[config.mk]
export PLATFORM = sky130hd
export DESIGN_NAME = bacs_control
export DESIGN_NICKNAME = d
export VERILOG_FILES = /design/src/core/bacs_pkg.sv /design/src/core/bacs_buffer.sv /design/src/core/bacs_control.sv
export SDC_FILE = /design/constraint.sdc
export NUM_CORES = 1
export LEC_CHECK = 0
export BUFFER_PORTS_ARGS = -buffer_cell sky130_fd_sc_hd__clkbuf_2
export CAP_MARGIN = 30
export CORE_UTILIZATION = 45
export CTS_CLUSTER_SIZE = 16
export DETAILED_ROUTE_END_ITERATION = 7
export RECOVER_POWER = 50
export SLEW_MARGIN = 20
export SYNTH_ARGS = -nofsm -noshare
export SYNTH_HDL_FRONTEND = slang
export SYNTH_HIERARCHICAL = 1
export SYNTH_SLANG_ARGS = --single-unit
[constraint.sdc]
create_clock -name ref_clk -period 4.15 [get_ports ref_clk]
set_input_delay 0.415 -clock ref_clk [delete_from_list [all_inputs] [get_ports ref_clk]]
set_output_delay 0.415 -clock ref_clk [all_outputs]
set_load 0.02 [all_outputs]
[src/core/bacs_pkg.sv]
`default_nettype none
package bacs_pkg;
    localparam int WORD_BITS = 24;
    localparam int WORD_CYCLES_DEF = 81920;
    localparam int BUF_DEPTH = 2;
    localparam int CAL_COUNT = 4;
    localparam logic [4:0] CMD_BITS = 5'h08;
    localparam logic [4:0] LAST_WRITE_CNT = 5'h18;
    localparam logic [4:0] LAST_READ_CNT = 5'h17;
    localparam int CMD_READ_BIT = 7;
    localparam logic [2:0] ADDR_CONFIG = 3'h0;
    localparam logic [2:0] ADDR_CAL_FIRST = 3'h1;
    localparam logic [2:0] ADDR_CAL_LAST = 3'h4;
    localparam logic [2:0] ADDR_DATA = 3'h7;
    localparam logic [23:0] CFG_RESET = 24'h00_0000;
    localparam logic [23:0] CAL_DEFAULT = 24'h40_0000;
    localparam logic signed [23:0] SAT_HI_U20 = 24'sh0F_FFFF;
    localparam logic signed [23:0] SAT_HI_U16 = 24'sh00_FFFF;
    localparam logic signed [23:0] SAT_HI_B20 = 24'sh07_FFFF;
    localparam logic signed [23:0] SAT_HI_B16 = 24'sh00_7FFF;
    localparam logic signed [23:0] SAT_LO_B20 = 24'shF8_0000;
    localparam logic signed [23:0] SAT_LO_B16 = 24'shFF_8000;
    localparam logic signed [23:0] SAT_LO_U = 24'sh00_0000;

    typedef struct packed {
        logic csN;
        logic sclk;
        logic sdi;
        logic mode;
    } bacs_pins_t;

    localparam bacs_pins_t PINS_IDLE = 4'h8;

    typedef struct packed {
        logic [19:0] spare;
        logic res20Sel;
        logic bipolarSel;
        logic sleepSel;
        logic filterRestartBit;
    } bacs_cfg_t;

    typedef enum logic [1:0] {
        ST_CMD,
        ST_WRITE,
        ST_WAIT,
        ST_SHIFT
    } bacs_state_t;
endpackage
`default_nettype wire

[src/core/bacs_buffer.sv]
`timescale 1ns/1ps
`default_nettype none
module bacs_buffer #(
    parameter int WIDTH = bacs_pkg::WORD_BITS,
    parameter int DEPTH = bacs_pkg::BUF_DEPTH
) (
    input wire logic ref_clk,
    input wire logic srst,
    input wire logic inValid,
    output logic inReady,
    input wire logic [WIDTH-1:0] inData,
    output logic outValid,
    input wire logic outReady,
    output logic [WIDTH-1:0] outData
);
    localparam int PW = $clog2(DEPTH);
    logic [WIDTH-1:0] memQ [DEPTH];
    logic [PW-1:0] wrPtrQ, rdPtrQ;
    logic [PW:0] countQ;
    logic push, pop;

    assign inReady = (countQ != (PW+1)'(DEPTH));
    assign outValid = (countQ != '0);
    assign outData = memQ[rdPtrQ];
    assign push = inValid && inReady;
    assign pop = outValid && outReady;

    // Pointers wrap by hand so a depth that is not a power of two works.
    always_ff @(posedge ref_clk) begin
        if (srst) begin
            wrPtrQ <= '0;
            rdPtrQ <= '0;
            countQ <= '0;
        end else begin
            if (push) begin
                wrPtrQ <= (wrPtrQ == PW'(DEPTH-1)) ? '0 : wrPtrQ + 1'b1;
            end
            if (pop) begin
                rdPtrQ <= (rdPtrQ == PW'(DEPTH-1)) ? '0 : rdPtrQ + 1'b1;
            end
            countQ <= countQ + (PW+1)'(push) - (PW+1)'(pop);
        end
    end

    always_ff @(posedge ref_clk) begin
        if (push) begin
            memQ[wrPtrQ] <= inData;
        end
    end
endmodule // bacs_buffer
`default_nettype wire

[src/core/bacs_control.sv]
`timescale 1ns/1ps
`default_nettype none
module bacs_control #(
    parameter int WORD_CYCLES = bacs_pkg::WORD_CYCLES_DEF
) (
    input wire logic ref_clk,
    input wire logic srst,
    input wire bacs_pkg::bacs_pins_t pins,
    input wire logic signed [23:0] sampleIn,
    output logic serialDataOut,
    output logic serialDataOutOeN,
    output logic dataReadyN,
    output logic powerDown,
    output logic filterStart
);
    import bacs_pkg::*;

    localparam logic [16:0] WORD_LAST = 17'(WORD_CYCLES - 1);

    bacs_pins_t pinSync1Q, pinSync2Q;
    logic sclkPrevQ;
    bacs_state_t stateQ, stateD;
    logic [4:0] bitCntQ, bitCntD;
    logic [23:0] shiftInQ, shiftInD;
    logic [23:0] shiftOutQ, shiftOutD;
    logic [7:0] cmdQ, cmdD;
    logic drdyNQ, drdyND;
    bacs_cfg_t cfgQ;
    logic [23:0] calQ [CAL_COUNT];
    logic [16:0] wordCntQ;
    logic sodOeNQ, powerDownQ, filterStartQ;

    logic selected, sclkRise, sclkFall;
    logic cmdDone, writeEnd, readEnd, commitCfg;
    logic [2:0] cmdAddrIn;
    logic [23:0] regWord;
    bacs_cfg_t newCfg;
    logic filterRun, wordDone;
    logic bufInValid, bufInReady, bufOutValid, bufOutReady;
    logic [23:0] pushWord, bufOutData;

    function automatic logic isCalAddr(input logic [2:0] a);
        return (a >= ADDR_CAL_FIRST) && (a <= ADDR_CAL_LAST);
    endfunction

    function automatic logic [1:0] calIndex(input logic [2:0] a);
        return a[1:0] - 2'h1;
    endfunction

    function automatic logic [23:0] codeWord(
        input logic signed [23:0] s,
        input logic bip,
        input logic res20
    );
        logic signed [23:0] v, hi, lo, sat;
        logic over;
        v = res20 ? s : (s >>> 4);
        hi = bip ? (res20 ? SAT_HI_B20 : SAT_HI_B16)
                 : (res20 ? SAT_HI_U20 : SAT_HI_U16);
        lo = bip ? (res20 ? SAT_LO_B20 : SAT_LO_B16) : SAT_LO_U;
        over = (v > hi) || (v < lo);
        sat = (v > hi) ? hi : ((v < lo) ? lo : v);
        if (res20) begin
            return {sat[19:0], {4{over}}};
        end
        return {sat[15:0], {8{over}}};
    endfunction

    // Every pin is foreign to ref_clk and passes two flops first.
    always_ff @(posedge ref_clk) begin
        if (srst) begin
            pinSync1Q <= PINS_IDLE;
            pinSync2Q <= PINS_IDLE;
            sclkPrevQ <= 1'b0;
        end else begin
            pinSync1Q <= pins;
            pinSync2Q <= pinSync1Q;
            sclkPrevQ <= pinSync2Q.sclk;
        end
    end

    // In three wire mode chip select is not looked at.
    assign selected = pinSync2Q.mode | ~pinSync2Q.csN;
    assign sclkRise = selected & pinSync2Q.sclk & ~sclkPrevQ;
    assign sclkFall = selected & ~pinSync2Q.sclk & sclkPrevQ;

    assign cmdDone = (stateQ == ST_CMD) && sclkFall && (bitCntQ == CMD_BITS);
    assign writeEnd = (stateQ == ST_WRITE) && sclkFall
        && (bitCntQ == LAST_WRITE_CNT);
    assign readEnd = (stateQ == ST_SHIFT) && sclkFall
        && (bitCntQ == LAST_READ_CNT);
    assign commitCfg = writeEnd && (cmdQ[2:0] == ADDR_CONFIG);
    assign newCfg = bacs_cfg_t'(shiftInQ);
    assign cmdAddrIn = shiftInQ[2:0];
    assign regWord = (cmdAddrIn == ADDR_CONFIG) ? 24'(cfgQ)
        : (isCalAddr(cmdAddrIn) ? calQ[calIndex(cmdAddrIn)] : 24'h00_0000);

    always_comb begin
        stateD = stateQ;
        bitCntD = bitCntQ;
        shiftInD = shiftInQ;
        shiftOutD = shiftOutQ;
        cmdD = cmdQ;
        drdyND = drdyNQ;
        bufOutReady = 1'b0;
        case (stateQ)
            ST_CMD: begin
                // The data pin is sampled on rising clocks only.
                if (sclkRise && (bitCntQ != CMD_BITS)) begin
                    shiftInD = {shiftInQ[22:0], pinSync2Q.sdi};
                    bitCntD = bitCntQ + 5'h01;
                end
                if (cmdDone) begin
                    cmdD = shiftInQ[7:0];
                    bitCntD = 5'h00;
                    if (!shiftInQ[CMD_READ_BIT]) begin
                        stateD = ST_WRITE;
                    end else if (cmdAddrIn == ADDR_DATA) begin
                        stateD = ST_WAIT;
                    end else begin
                        stateD = ST_SHIFT;
                        shiftOutD = regWord;
                    end
                end
            end
            ST_WRITE: begin
                if (sclkRise && (bitCntQ != LAST_WRITE_CNT)) begin
                    shiftInD = {shiftInQ[22:0], pinSync2Q.sdi};
                    bitCntD = bitCntQ + 5'h01;
                end
                if (writeEnd) begin
                    stateD = ST_CMD;
                    bitCntD = 5'h00;
                end
            end
            ST_WAIT: begin
                // Dropping select frees a host that gave up waiting.
                if (!selected) begin
                    stateD = ST_CMD;
                end else if (bufOutValid) begin
                    bufOutReady = 1'b1;
                    shiftOutD = bufOutData;
                    drdyND = 1'b0;
                    stateD = ST_SHIFT;
                end
            end
            ST_SHIFT: begin
                if (readEnd) begin
                    stateD = ST_CMD;
                    bitCntD = 5'h00;
                    shiftOutD = 24'h00_0000;
                    drdyND = 1'b1;
                end else if (sclkFall) begin
                    shiftOutD = {shiftOutQ[22:0], 1'b0};
                    bitCntD = bitCntQ + 5'h01;
                end
            end
            default: begin
                stateD = ST_CMD;
                bitCntD = 5'h00;
            end
        endcase
        if (cfgQ.sleepSel || cfgQ.filterRestartBit) begin
            drdyND = 1'b1;
        end
    end

    always_ff @(posedge ref_clk) begin
        if (srst) begin
            stateQ <= ST_CMD;
            bitCntQ <= 5'h00;
            shiftInQ <= 24'h00_0000;
            shiftOutQ <= 24'h00_0000;
            cmdQ <= 8'h00;
            drdyNQ <= 1'b1;
        end else begin
            stateQ <= stateD;
            bitCntQ <= bitCntD;
            shiftInQ <= shiftInD;
            shiftOutQ <= shiftOutD;
            cmdQ <= cmdD;
            drdyNQ <= drdyND;
        end
    end

    // Registers change only at the fall that ends a whole word.
    always_ff @(posedge ref_clk) begin
        if (srst) begin
            cfgQ <= CFG_RESET;
            for (int i = 0; i < CAL_COUNT; i++) begin
                calQ[i] <= CAL_DEFAULT;
            end
        end else if (writeEnd) begin
            if (cmdQ[2:0] == ADDR_CONFIG) begin
                cfgQ <= newCfg;
            end else if (isCalAddr(cmdQ[2:0])) begin
                calQ[calIndex(cmdQ[2:0])] <= shiftInQ;
            end
        end
    end

    // The halted counter sits at zero, so a restart lines up words.
    assign filterRun = !cfgQ.filterRestartBit && !cfgQ.sleepSel;
    assign wordDone = filterRun && (wordCntQ == WORD_LAST);
    assign bufInValid = wordDone;
    assign pushWord = codeWord(sampleIn, cfgQ.bipolarSel,
        cfgQ.res20Sel);

    always_ff @(posedge ref_clk) begin
        if (srst || commitCfg || !filterRun) begin
            wordCntQ <= 17'h0_0000;
        end else if (!wordDone) begin
            wordCntQ <= wordCntQ + 17'h0_0001;
        end else if (bufInReady) begin
            wordCntQ <= 17'h0_0000;
        end
    end

    // A full buffer stalls the filter at its last count, losing no word.
    bacs_buffer #(
        .WIDTH(WORD_BITS),
        .DEPTH(BUF_DEPTH)
    ) wordBuf (
        .ref_clk(ref_clk),
        .srst(srst),
        .inValid(bufInValid),
        .inReady(bufInReady),
        .inData(pushWord),
        .outValid(bufOutValid),
        .outReady(bufOutReady),
        .outData(bufOutData)
    );

    always_ff @(posedge ref_clk) begin
        if (srst) begin
            sodOeNQ <= 1'b1;
            powerDownQ <= 1'b0;
            filterStartQ <= 1'b0;
        end else begin
            sodOeNQ <= ~selected;
            powerDownQ <= cfgQ.sleepSel;
            filterStartQ <= commitCfg && !newCfg.filterRestartBit
                && !newCfg.sleepSel;
        end
    end

    assign serialDataOut = shiftOutQ[23];
    assign serialDataOutOeN = sodOeNQ;
    assign dataReadyN = drdyNQ;
    assign powerDown = powerDownQ;
    assign filterStart = filterStartQ;
endmodule // bacs_control
`default_nettype wire

==> qor.yml, run 1 <==
run_status:
  outcome: "complete, but fails checks"
  failed_checks: "capacitance limit, slew limit"
global_routing:
  antenna_found_initial: 0
  grt_pass1_wl_um: 40600
  grtUsageTotal_pct: 19.3
  grt_pass1_vias: 7421
  overflow: 0
  grt_max_degree: 72
placed_design:
  gp_congestion: 0.774
  portBuffers: 34
  dp.cells: 1379
  post-place-ws_ns: 1.07
  dp_hpwl_um: 16300
pwr:
  power_mw: 5.35
  clkPwrFrac_pct: 45.3
  powerDensity_mw_per_mm2: 404
  p_switching_mw: 1.11
  p_sw_share_pct: 20.8
  seqPwrFrac_pct: 51.9
  comb_power_share_pct: 2.9
  p_int_mw: 4.24
  vdd_ir_drop_max_uv: 356
  leakagePower_nw: 4.47
timing:
  timing.setup.tns_ns: 0
  rsz0062_at_grt: "false"
  fin_crit_ns: 3.34
  finalClockSkew_ns: 0.0106
  maxSlewViolCount: 33
  hold_viol: 0
  finalCritPeriodShare_pct: 80.4
  slew_headroom_pct: -7.82
  final.setup.worst_slack_ns: 0.813
  worstMarginPinSlew_ns: 1.62
  fmax_mhz: 300
  setup_viol: 0
logic_synthesis:
  syn_area_mm2: 0.0119
  synth_warnings: 6
  ys_types: 67
  syn_area_per_cell_um2: 11.3
  yosys_most_used_dff: "edfxtp_1"
  async_flop_share_pct: 0
  synthCells: 1053
  synth-edff-count: 144
  yosysSeqAreaShare_pct: 56.1
  synth_seq_cells: 261
  syn-num-nets: 1099
clock_network:
  cts-resized-gates: 0
  cts.clk_slew.worst_paths_ns: 0.06
  insertion_delay_ns: 0.54
  clk_path_buf_depth: 3
  cts_buffers: 28
  ctsRootBufferMaster: "clkbuf_16"
  cts.sinks: 261
  hold_buffers: 0
  cts_setup_buffers: 0
  cts-htree-levels: 1
  tritoncts: "done"
final_layout:
  layout-drive-gt1-share_pct: 15.5
  areaGrowthSynthToFinish_pct: 11.5
  antenna_cells: 0
  nNetsFinal: 1121
  layout.cells.non_filler: 1432
  utilization_pct: 51.0
routing:
  ant_nets: 0
  route.vias.total: 7925
  avgViaCountPerCell: 5.53
  remaining_drc_errors: 0
  top_layer: "met4"
  met1_length_um: 12100
  drtPass1Iterations: 5
  wl_per_cell_um: 17.9
  wirelength_um: 25700
  met2RoutedLength_um: 12100
  initialDrtViolationCount: 485
  dr_wl_met3_um: 1120
critical_path:
  critical_path.max_fanout: 25
  cp.required_ns: 4.40
  cp-end-kind: "register"
  cp-start-kind: "register"
  setup.worst_path.class: "register to register"
  arrival_ns: 3.59
die:
  io_pins: 35
  die_area_mm2: 0.0271
  die_y_um: 165
  fp-row-count: 59
  start_util_pct: 45.7
  placeableCoreArea_mm2: 0.0260
  fp.dieW_um: 165
run:
  cap_violations: 1
worst_hold_path:
  hp-class: "input pin to register"
==> per-stage QoR <==
| step | area, um^2 | hold slack (ns) |
|---|---|---|
| floorplan | 11900 | 0.389 |
| global placement | 12400 | 0.400 |
| detailed placement | 12400 | 0.399 |
| CTS | 13300 | 0.0409 |
| global route | 13200 | 0.0467 |
| finish | 13200 | 0.0569 |
==> logic make-up after synthesis <==
group	synth area share [%]
buffers and inverters	3.24
and+or+nand+nor	16.9
xor gates and xnor gates	0.958
muxes	9.56
adders and majority gates	1.68
DFF	56.1
AOI/OAI and AO/OA	11.5
==> final timing paths <==
path | end | slack, ns | start | cells after the start
setup / recovery | calQ[2][22] | 0.81 | stateQ[0] | 7
hold / removal | pinSync1Q[3] | 0.06 | pins[3] | 2
setup reg to reg | calQ[2][22] | 0.81 | stateQ[0] | 7
hold reg to reg | pinSync2Q[3] | 0.42 | pinSync1Q[3] | 1
==> worst max-delay path: stages (launching register included) <==
cell	delay (ns)
dfxtp_1	0.50
clkinv_1	0.13
or3_1	0.45
nor4_1	0.37
buf_4	0.36
nor3b_1	0.27
clkbuf_1	0.85
nand2b_1	0.11
==> placed cells by master (no fill, tap or decap), types with 9 or more instances in the layout <==
cell type  netlist  routed
a211o_1         24      24
a21o_1          18      18
a21oi_1         84      84
a221oi_1        24      24
and2_0           0      18
and2_1          91      73
buf_4            0      22
clkbuf_1        45      19
clkbuf_16        0      28
clkbuf_2         4      29
dfxtp_1        117     116
edfxtp_1       144     144
ha_1            16      16
inv_1           19      20
mux2_2          27      27
mux2i_1         28      28
mux4_2          24      24
nand2_1        122     123
nand2b_1        14      14
nand3_1         10      10
nand4_1         10      10
nor2_1          63      63
nor2b_1         14      14
nor3_1          15      15
o21ai_0         13      13
or2_2            9       9
==> layer usage <==
layer	GRT usage, %	up-vias
li1	-	3868
met1	27.2	3878
met2	31.4	148
met3	2.86	31
met4	4.46	0
met5	0	-
==> cells in the mapped netlist (all sizes together), types with 6 or more instances <==
cell	instances	share of area [%]
edfxtp	144	36
nand2	123	3.9
dfxtp	117	20
and2	91	4.8
a21oi	84	3.5
nor2	63	2.0
clkbuf	49	1.6
mux2	28	2.7
mux2i	28	2.4
a211o	24	1.8
a221oi	24	1.8
mux4	24	4.5
buf	22	0.99
inv	21	0.66
a21o	18	1.1
ha	16	1.7
nor3	16	0.72
nand2b	14	0.74
nor2b	14	0.74
o21ai	14	0.59
nand3	10	0.42
nand4	10	0.53
or2	9	0.47
a31oi	8	0.42
nor4	7	0.62
xor2	7	0.52
or3	6	0.36
xnor2	6	0.44
==> sequential cells by signal, indices dropped and copies added (netlist names), named ones only <==
signal and count:
calQ 96, wordBuf/memQ 48, cfgQ 24, newCfg 24, shiftOutQ 24, wordCntQ 17
bitCntQ 5, pinSync1Q 4, pinSync2Q 4, cmdQ 3, stateQ 2, wordBuf/countQ 2
dataReadyN 1, filterStart 1, powerDown 1, sclkPrevQ 1, serialDataOutOeN 1, wordBuf/rdPtrQ 1
wordBuf/wrPtrQ 1
==> cell type report <==
type / instances / area, um^2
Clock buffer: 41 / 810
Tap cell: 335 / 419
Multi-Input combinational cell: 700 / 4810
Sequential cell: 261 / 6670
Fill cell: 2358 / 12700
Timing Repair Buffer: 63 / 355
Inverter: 21 / 78.8
Clock inverter: 11 / 104
==> power groups by stage <==
| stage | combinational [mW] | sequential (mW) | clock (mW) |
|---|---|---|---|
| floorplan | 0.0981 | 2.83 | 0 |
| global placement | 0.154 | 2.83 | 0 |
| detailed placement | 0.156 | 2.83 | 0 |
| CTS | 0.157 | 2.77 | 2.48 |
| global route | 0.169 | 2.78 | 2.59 |
| finish | 0.153 | 2.77 | 2.42 |
Power figures use the tool's default switching activity.
==> run 2: changes to the inputs <==
--- a/config.mk
+++ b/config.mk
@@ -5,6 +5,7 @@
 export SDC_FILE = /design/constraint.sdc
 export NUM_CORES = 1
 export LEC_CHECK = 0
+export ABC_AREA = 1
 export BUFFER_PORTS_ARGS = -buffer_cell sky130_fd_sc_hd__clkbuf_2
 export CAP_MARGIN = 30
 export CORE_UTILIZATION = 45
==> constraint.sdc (replaced) <==
create_clock -name ref_clk -period 2.8 [get_ports ref_clk]
set_input_delay 0.28 -clock ref_clk [delete_from_list [all_inputs] [get_ports ref_clk]]
set_output_delay 0.28 -clock ref_clk [all_outputs]
set_load 0.02 [all_outputs]
==> run 2 against run 1 <==
The run now ends clean. Total power up 63%. Register-to-register slack lost 0.57 ns. Via count grew 25%.
==> qor.yml, run 2 <==
die:
  placeableCoreArea_mm2: 0.0271
  start_util_pct: 46.2
  die_y_um: 169
  die_area_mm2: 0.0285
  fp.dieW_um: 169
  io_pins: 35
  fp-row-count: 60
placed_design:
  post-place-ws_ns: 0.105
  dp.cells: 1847
  dp_hpwl_um: 19700
  gp_congestion: 0.849
  portBuffers: 34
global_routing:
  overflow: 0
  grtUsageTotal_pct: 21.9
  grt_pass1_wl_um: 49900
  grt_max_degree: 60
  grt_pass1_vias: 9559
  antenna_found_initial: 0
logic_synthesis:
  synth_commonest_cells: "nand2_1 (325), nor2_1 (176), edfxtp_1 (144)"
  synth_top_cell_area_share_pct: 34.6
  async_flop_share_pct: 0
  synth_top_cell_by_area: "edfxtp_1"
  yosys_most_used_dff: "edfxtp_1"
  synth_seq_cells: 261
  ys_top_cells_by_area: "edfxtp_1 (35%), dfxtp_1 (19%), nand2_1 (9.7%), nor2_1 (5.3%), a21oi_1 (4.9%)"
  syn_area_per_cell_um2: 8.44
  syn-num-nets: 1528
  synthCells: 1482
  synth-edff-count: 144
  yosysSeqAreaShare_pct: 53.3
  ys_types: 43
  syn_area_mm2: 0.0125
  synth.most_common_cell: "nand2_1"
  synth_warnings: 6
final_layout:
  reg_top3: "calQ (96), wordBuf/memQ (48)"
  layout.cells.non_filler: 1907
  top_register: "calQ"
  mostFrequentLayoutCell: "nand2_1"
  nNetsFinal: 1559
  antenna_cells: 0
  nFillCells: 2638
  final_cell_mix: "nand2_1 (324), nor2_1 (176), edfxtp_1 (144)"
  largest_reg_flops: 96
  layout-drive-gt1-share_pct: 10.9
  areaGrowthSynthToFinish_pct: 11.7
pwr:
  leakagePower_nw: 5.08
  vdd_ir_drop_max_uv: 429
  powerDensity_mw_per_mm2: 624
routing:
  remaining_drc_errors: 0
  initialDrtViolationCount: 671
  drtPass1Iterations: 5
  met1_length_um: 14500
  top_layer: "met4"
  wl_per_cell_um: 16.0
  wirelength_um: 30400
  avgViaCountPerCell: 5.20
  ant_nets: 0
  met2RoutedLength_um: 14200
  route.vias.total: 9914
  dr_wl_met3_um: 1140
timing:
  final.setup.worst_slack_ns: 0.244
  timing.setup.tns_ns: 0
  maxSlewViolCount: 0
  hold_viol: 0
  slew_headroom_pct: 15.8
  fin_crit_ns: 2.56
  setup_viol: 0
  finalClockSkew_ns: 0.00780
  finalCritPeriodShare_pct: 91.3
  worstMarginPinSlew_ns: 1.26
  rsz0062_at_grt: "false"
  fmax_mhz: 391
clock_network:
  cts_buffers: 29
  insertion_delay_ns: 0.55
  clk_path_buf_depth: 3
  ctsRootBufferMaster: "clkbuf_16"
  tritoncts: "done"
  cts.sinks: 261
  cts.clk_slew.worst_paths_ns: 0.06
  cts-htree-levels: 1
critical_path:
  cp-start-kind: "register"
  setup.worst_path.class: "register to register"
  cp.required_ns: 2.99
  crit_chain: "inv_1, ha_1, nand3_1, nor2_1, nand3_1, inv_1, clkbuf_2, nand4_1, nand2_1, clkbuf_4"
  arrival_ns: 2.75
  cp-end-kind: "register"
  critical_path.max_fanout: 24
  slowest_delay_ns: 0.43
  crit_slowest_cell: "clkbuf_4"
run_status:
  outcome: "completed"
worst_hold_path:
  hp-class: "input pin to register"
run:
  cap_violations: 0
[run 2: per-stage QoR]
stage                     instance area (um^2)  util (%)  hold WS (ns)  power [mW]
after detailed placement                 13100      48.3         0.398        5.21
after global routing                     14000      51.6         0.163        9.05
final                                    14000      51.6         0.167        8.72
after CTS                                14000      51.7        0.0564        8.79
after global placement                   13100      48.3         0.404        5.21
after floorplan                          12500         -         0.351        4.92
[run 2: area by class of cell]
class	count	area [um^2]	area share, %
flip-flops and latches	261	6670	47.7
multi-input cells	1014	4950	35.4
clock buffers	44	812	5.81
repair buffers	82	546	3.90
inverters	125	473	3.38
well taps	372	465	3.33
clock inverters	9	70.1	0.501
[run 2: cells by family (layout without fill, tap and decap cells)]
logic type,count (synthesis),after routing,synth area share [%]
DFF,261,261,53.3
AOI/OAI and AO/OA,284,284,11.9
muxes,24,24,2.76
and+or+nand+nor,685,685,23.0
adders and majority gates,16,16,1.60
buffers and inverters,207,260,7.18
xor gates and xnor gates,5,5,0.350
[run 2: repair_timing]
action | CTS | global route
setup endpoints to repair | 0 | 40
hold endpoints to repair | 4 | 0
hold buffers | 4 | 0
gates resized for setup | 0 | 5
setup buffers | 0 | 3
[run 2: worst paths after layout]
| path | to | cells past startpoint | startpoint | slack (ns) |
|---|---|---|---|---|
| min reg2reg | pinSync2Q[1] | 2 | pinSync1Q[1] | 0.41 |
| max | calQ[3][15] | 10 | bitCntQ[0] | 0.24 |
| max reg2reg | calQ[3][15] | 10 | bitCntQ[0] | 0.24 |
| min | dataReadyN | 3 | srst | 0.17 |
[run 2: metal layers]
metal	vias to the layer above	track usage (%)
met3	45	2.31
li1	5026	-
met5	-	0
met2	199	36.2
met1	4644	30.7
met4	0	5.45
[run 2: critical path: cells and delay by family, from the launching register on]
family                     cells  cell delay (ns)
buffers and inverters          4             1.11
and+or+nand+nor                5             0.58
DFF                            1             0.32
adders and majority gates      1             0.16
[run 2: report_power, final]
part           internal (mW)  switching [mW]  total, mW
logic                  0.258           0.648      0.906
registers               4.17          0.0618       4.23
clock network           2.08            1.50       3.58
total                   6.51            2.21       8.72
==> run 3: changes to the inputs <==
==> constraint.sdc (replaced) <==
create_clock -name ref_clk -period 2.6 [get_ports ref_clk]
set_input_delay 0.26 -clock ref_clk [delete_from_list [all_inputs] [get_ports ref_clk]]
set_output_delay 0.26 -clock ref_clk [all_outputs]
set_load 0.02 [all_outputs]
==> run 3 against run 2 <==
The run now ends with capacitance limit, slew limit left. Sequential cell count is the same. Via count grew 1.2%. Clock power grew 13%. Maximum frequency grew 3.1%. Clock skew grew 0.0074 ns. Register-to-register slack lost 0.12 ns. Largest power group unchanged. Largest cell class unchanged. Count of clock-buffer cells in the layout shrank 5. Setup slack lost 0.12 ns.
==> qor.yml, run 3 (synthesis results as in run 2) <==
clock_network:
  tritoncts: "done"
  clk_path_buf_depth: 3
  cts_buffers: 29
  cts-htree-levels: 1
  cts.clk_slew.worst_paths_ns: 0.06
  cts.sinks: 261
  cts_setup_buffers: 0
  insertion_delay_ns: 0.56
  ctsRootBufferMaster: "clkbuf_16"
worst_hold_path:
  hp-class: "input pin to register"
  min_from: "srst"
final_layout:
  layout-drive-gt1-share_pct: 11.5
  utilization_pct: 52.1
  areaGrowthSynthToFinish_pct: 12.8
  mostFrequentLayoutCell: "nand2_1"
  nNetsFinal: 1562
  stdcell_area_mm2: 0.0141
  top_register: "calQ"
  layout.cells.non_filler: 1911
  nFillCells: 2611
  antenna_cells: 0
  final_cell_mix: "nand2_1 (325), nor2_1 (176), edfxtp_1 (144)"
  largest_reg_flops: 96
  reg_top3: "calQ (96), wordBuf/memQ (48)"
placed_design:
  gp_congestion: 0.866
  portBuffers: 34
  dp.cells: 1853
  place_area_mm2: 0.0132
  dp_hpwl_um: 20000
die:
  die_area_mm2: 0.0285
  fp-row-count: 60
  start_util_pct: 46.2
  fp.dieW_um: 169
  io_pins: 35
  die_y_um: 169
  placeableCoreArea_mm2: 0.0271
routing:
  remaining_drc_errors: 0
  dr_wl_met3_um: 1400
  met1_length_um: 14600
  top_layer: "met4"
  wl_per_cell_um: 16.3
  ant_nets: 0
  avgViaCountPerCell: 5.25
  drtPass1Iterations: 5
  initialDrtViolationCount: 668
  route.vias.total: 10000
  wirelength_um: 31100
  met2RoutedLength_um: 14400
critical_path:
  cp.required_ns: 3.04
  cp-end-kind: "register"
  cp-startpoint: "bitCntQ[0]"
  reg2reg_from: "bitCntQ[0]"
  arrival_ns: 2.92
  cp-start-kind: "register"
  setup.worst_path.class: "register to register"
  critical_path.max_fanout: 22
global_routing:
  grtUsageTotal_pct: 22.3
  antenna_found_initial: 0
  grt_pass1_wl_um: 50900
  grt_max_degree: 55
  overflow: 0
  grt_pass1_vias: 9645
timing:
  finalClockSkew_ns: 0.0152
  fin_crit_ns: 2.48
  setup_viol: 0
  worstMarginPinSlew_ns: 1.92
  fmax_mhz: 403
  slew_headroom_pct: -28.0
  maxSlewViolCount: 43
  finalCritPeriodShare_pct: 95.4
  hold_viol: 0
  holdWs_ns: 0.122
pwr:
  vdd_ir_drop_max_uv: 579
  power_mw: 9.58
  leakagePower_nw: 5.15
  powerDensity_mw_per_mm2: 679
run:
  cap_violations: 1
run_status:
  outcome: "complete, but fails checks"
  failed_checks: "capacitance limit, slew limit"
[run 3: cell types whose count changed in the layout (fill, tap and decap cells not counted), sizes merged]
cell	before	now
clkbuf	87	79
buf	35	41
clkinv	8	12
bufinv	1	2
inv	124	125
[run 3: metal layers]
metal,global-route usage (%),vias to the layer above
li1,-,5037
met1,30.9,4729
met2,36.8,222
met3,2.78,48
met4,6.09,0
met5,0,-
[run 3: power by group]
part	switching, mW	internal [mW]	leakage (nW)
registers	0.0674	4.49	2.26
logic	0.700	0.284	2.42
clock network	1.69	2.35	0.465
total	2.46	7.13	5.15
[run 3: worst max-delay path, cell delays in order (launching register included)]
cell and delay, ns:
dfxtp_1 0.32, inv_1 0.09, ha_1 0.17, nand3_1 0.13, nor2_1 0.14, nand3_1 0.12, inv_1 0.11, buf_4 0.28
nand2_1 0.34, buf_12 0.27, o21ai_0 0.30, a21oi_1 0.07
[run 3: area by class of cell]
class / instances / area (um^2) / share of cell area, %
clock buffer: 39 / 797 / 5.65
clock inverter: 15 / 139 / 0.984
inverter: 125 / 469 / 3.32
multi-input combinational: 1014 / 4950 / 35.1
sequential: 261 / 6670 / 47.2
tap: 372 / 465 / 3.30
timing repair buffer: 85 / 623 / 4.41
[run 3: worst paths after layout]
| check | endpoint | slack, ns | cells after the start |
|---|---|---|---|
| worst max-delay path | cfgQ[2] | 0.12 | 11 |
| worst min-delay path | sclkPrevQ | 0.12 | 2 |
| worst max register to register | cfgQ[2] | 0.12 | 11 |
| worst min register to register | pinSync2Q[0] | 0.41 | 2 |
[run 3: stage by stage]
| stage | worst slack (ns) | TNS, ns |
|---|---|---|
| 6_report | 0.121 | 0 |
| 3_3_place_gp | 0.119 | 0 |
| 3_5_place_dp | 0.148 | 0 |
| 2_1_floorplan | 0.0623 | 0 |
| 4_1_cts | 0.125 | 0 |
| 5_1_grt | -0.00314 | -0.00589 |
[run 3: repair_timing]
action,CTS,global route
hold buffers,4,0
resized for setup,0,6
setup endpoints to repair,0,48
endpoints found under the hold margin,4,0
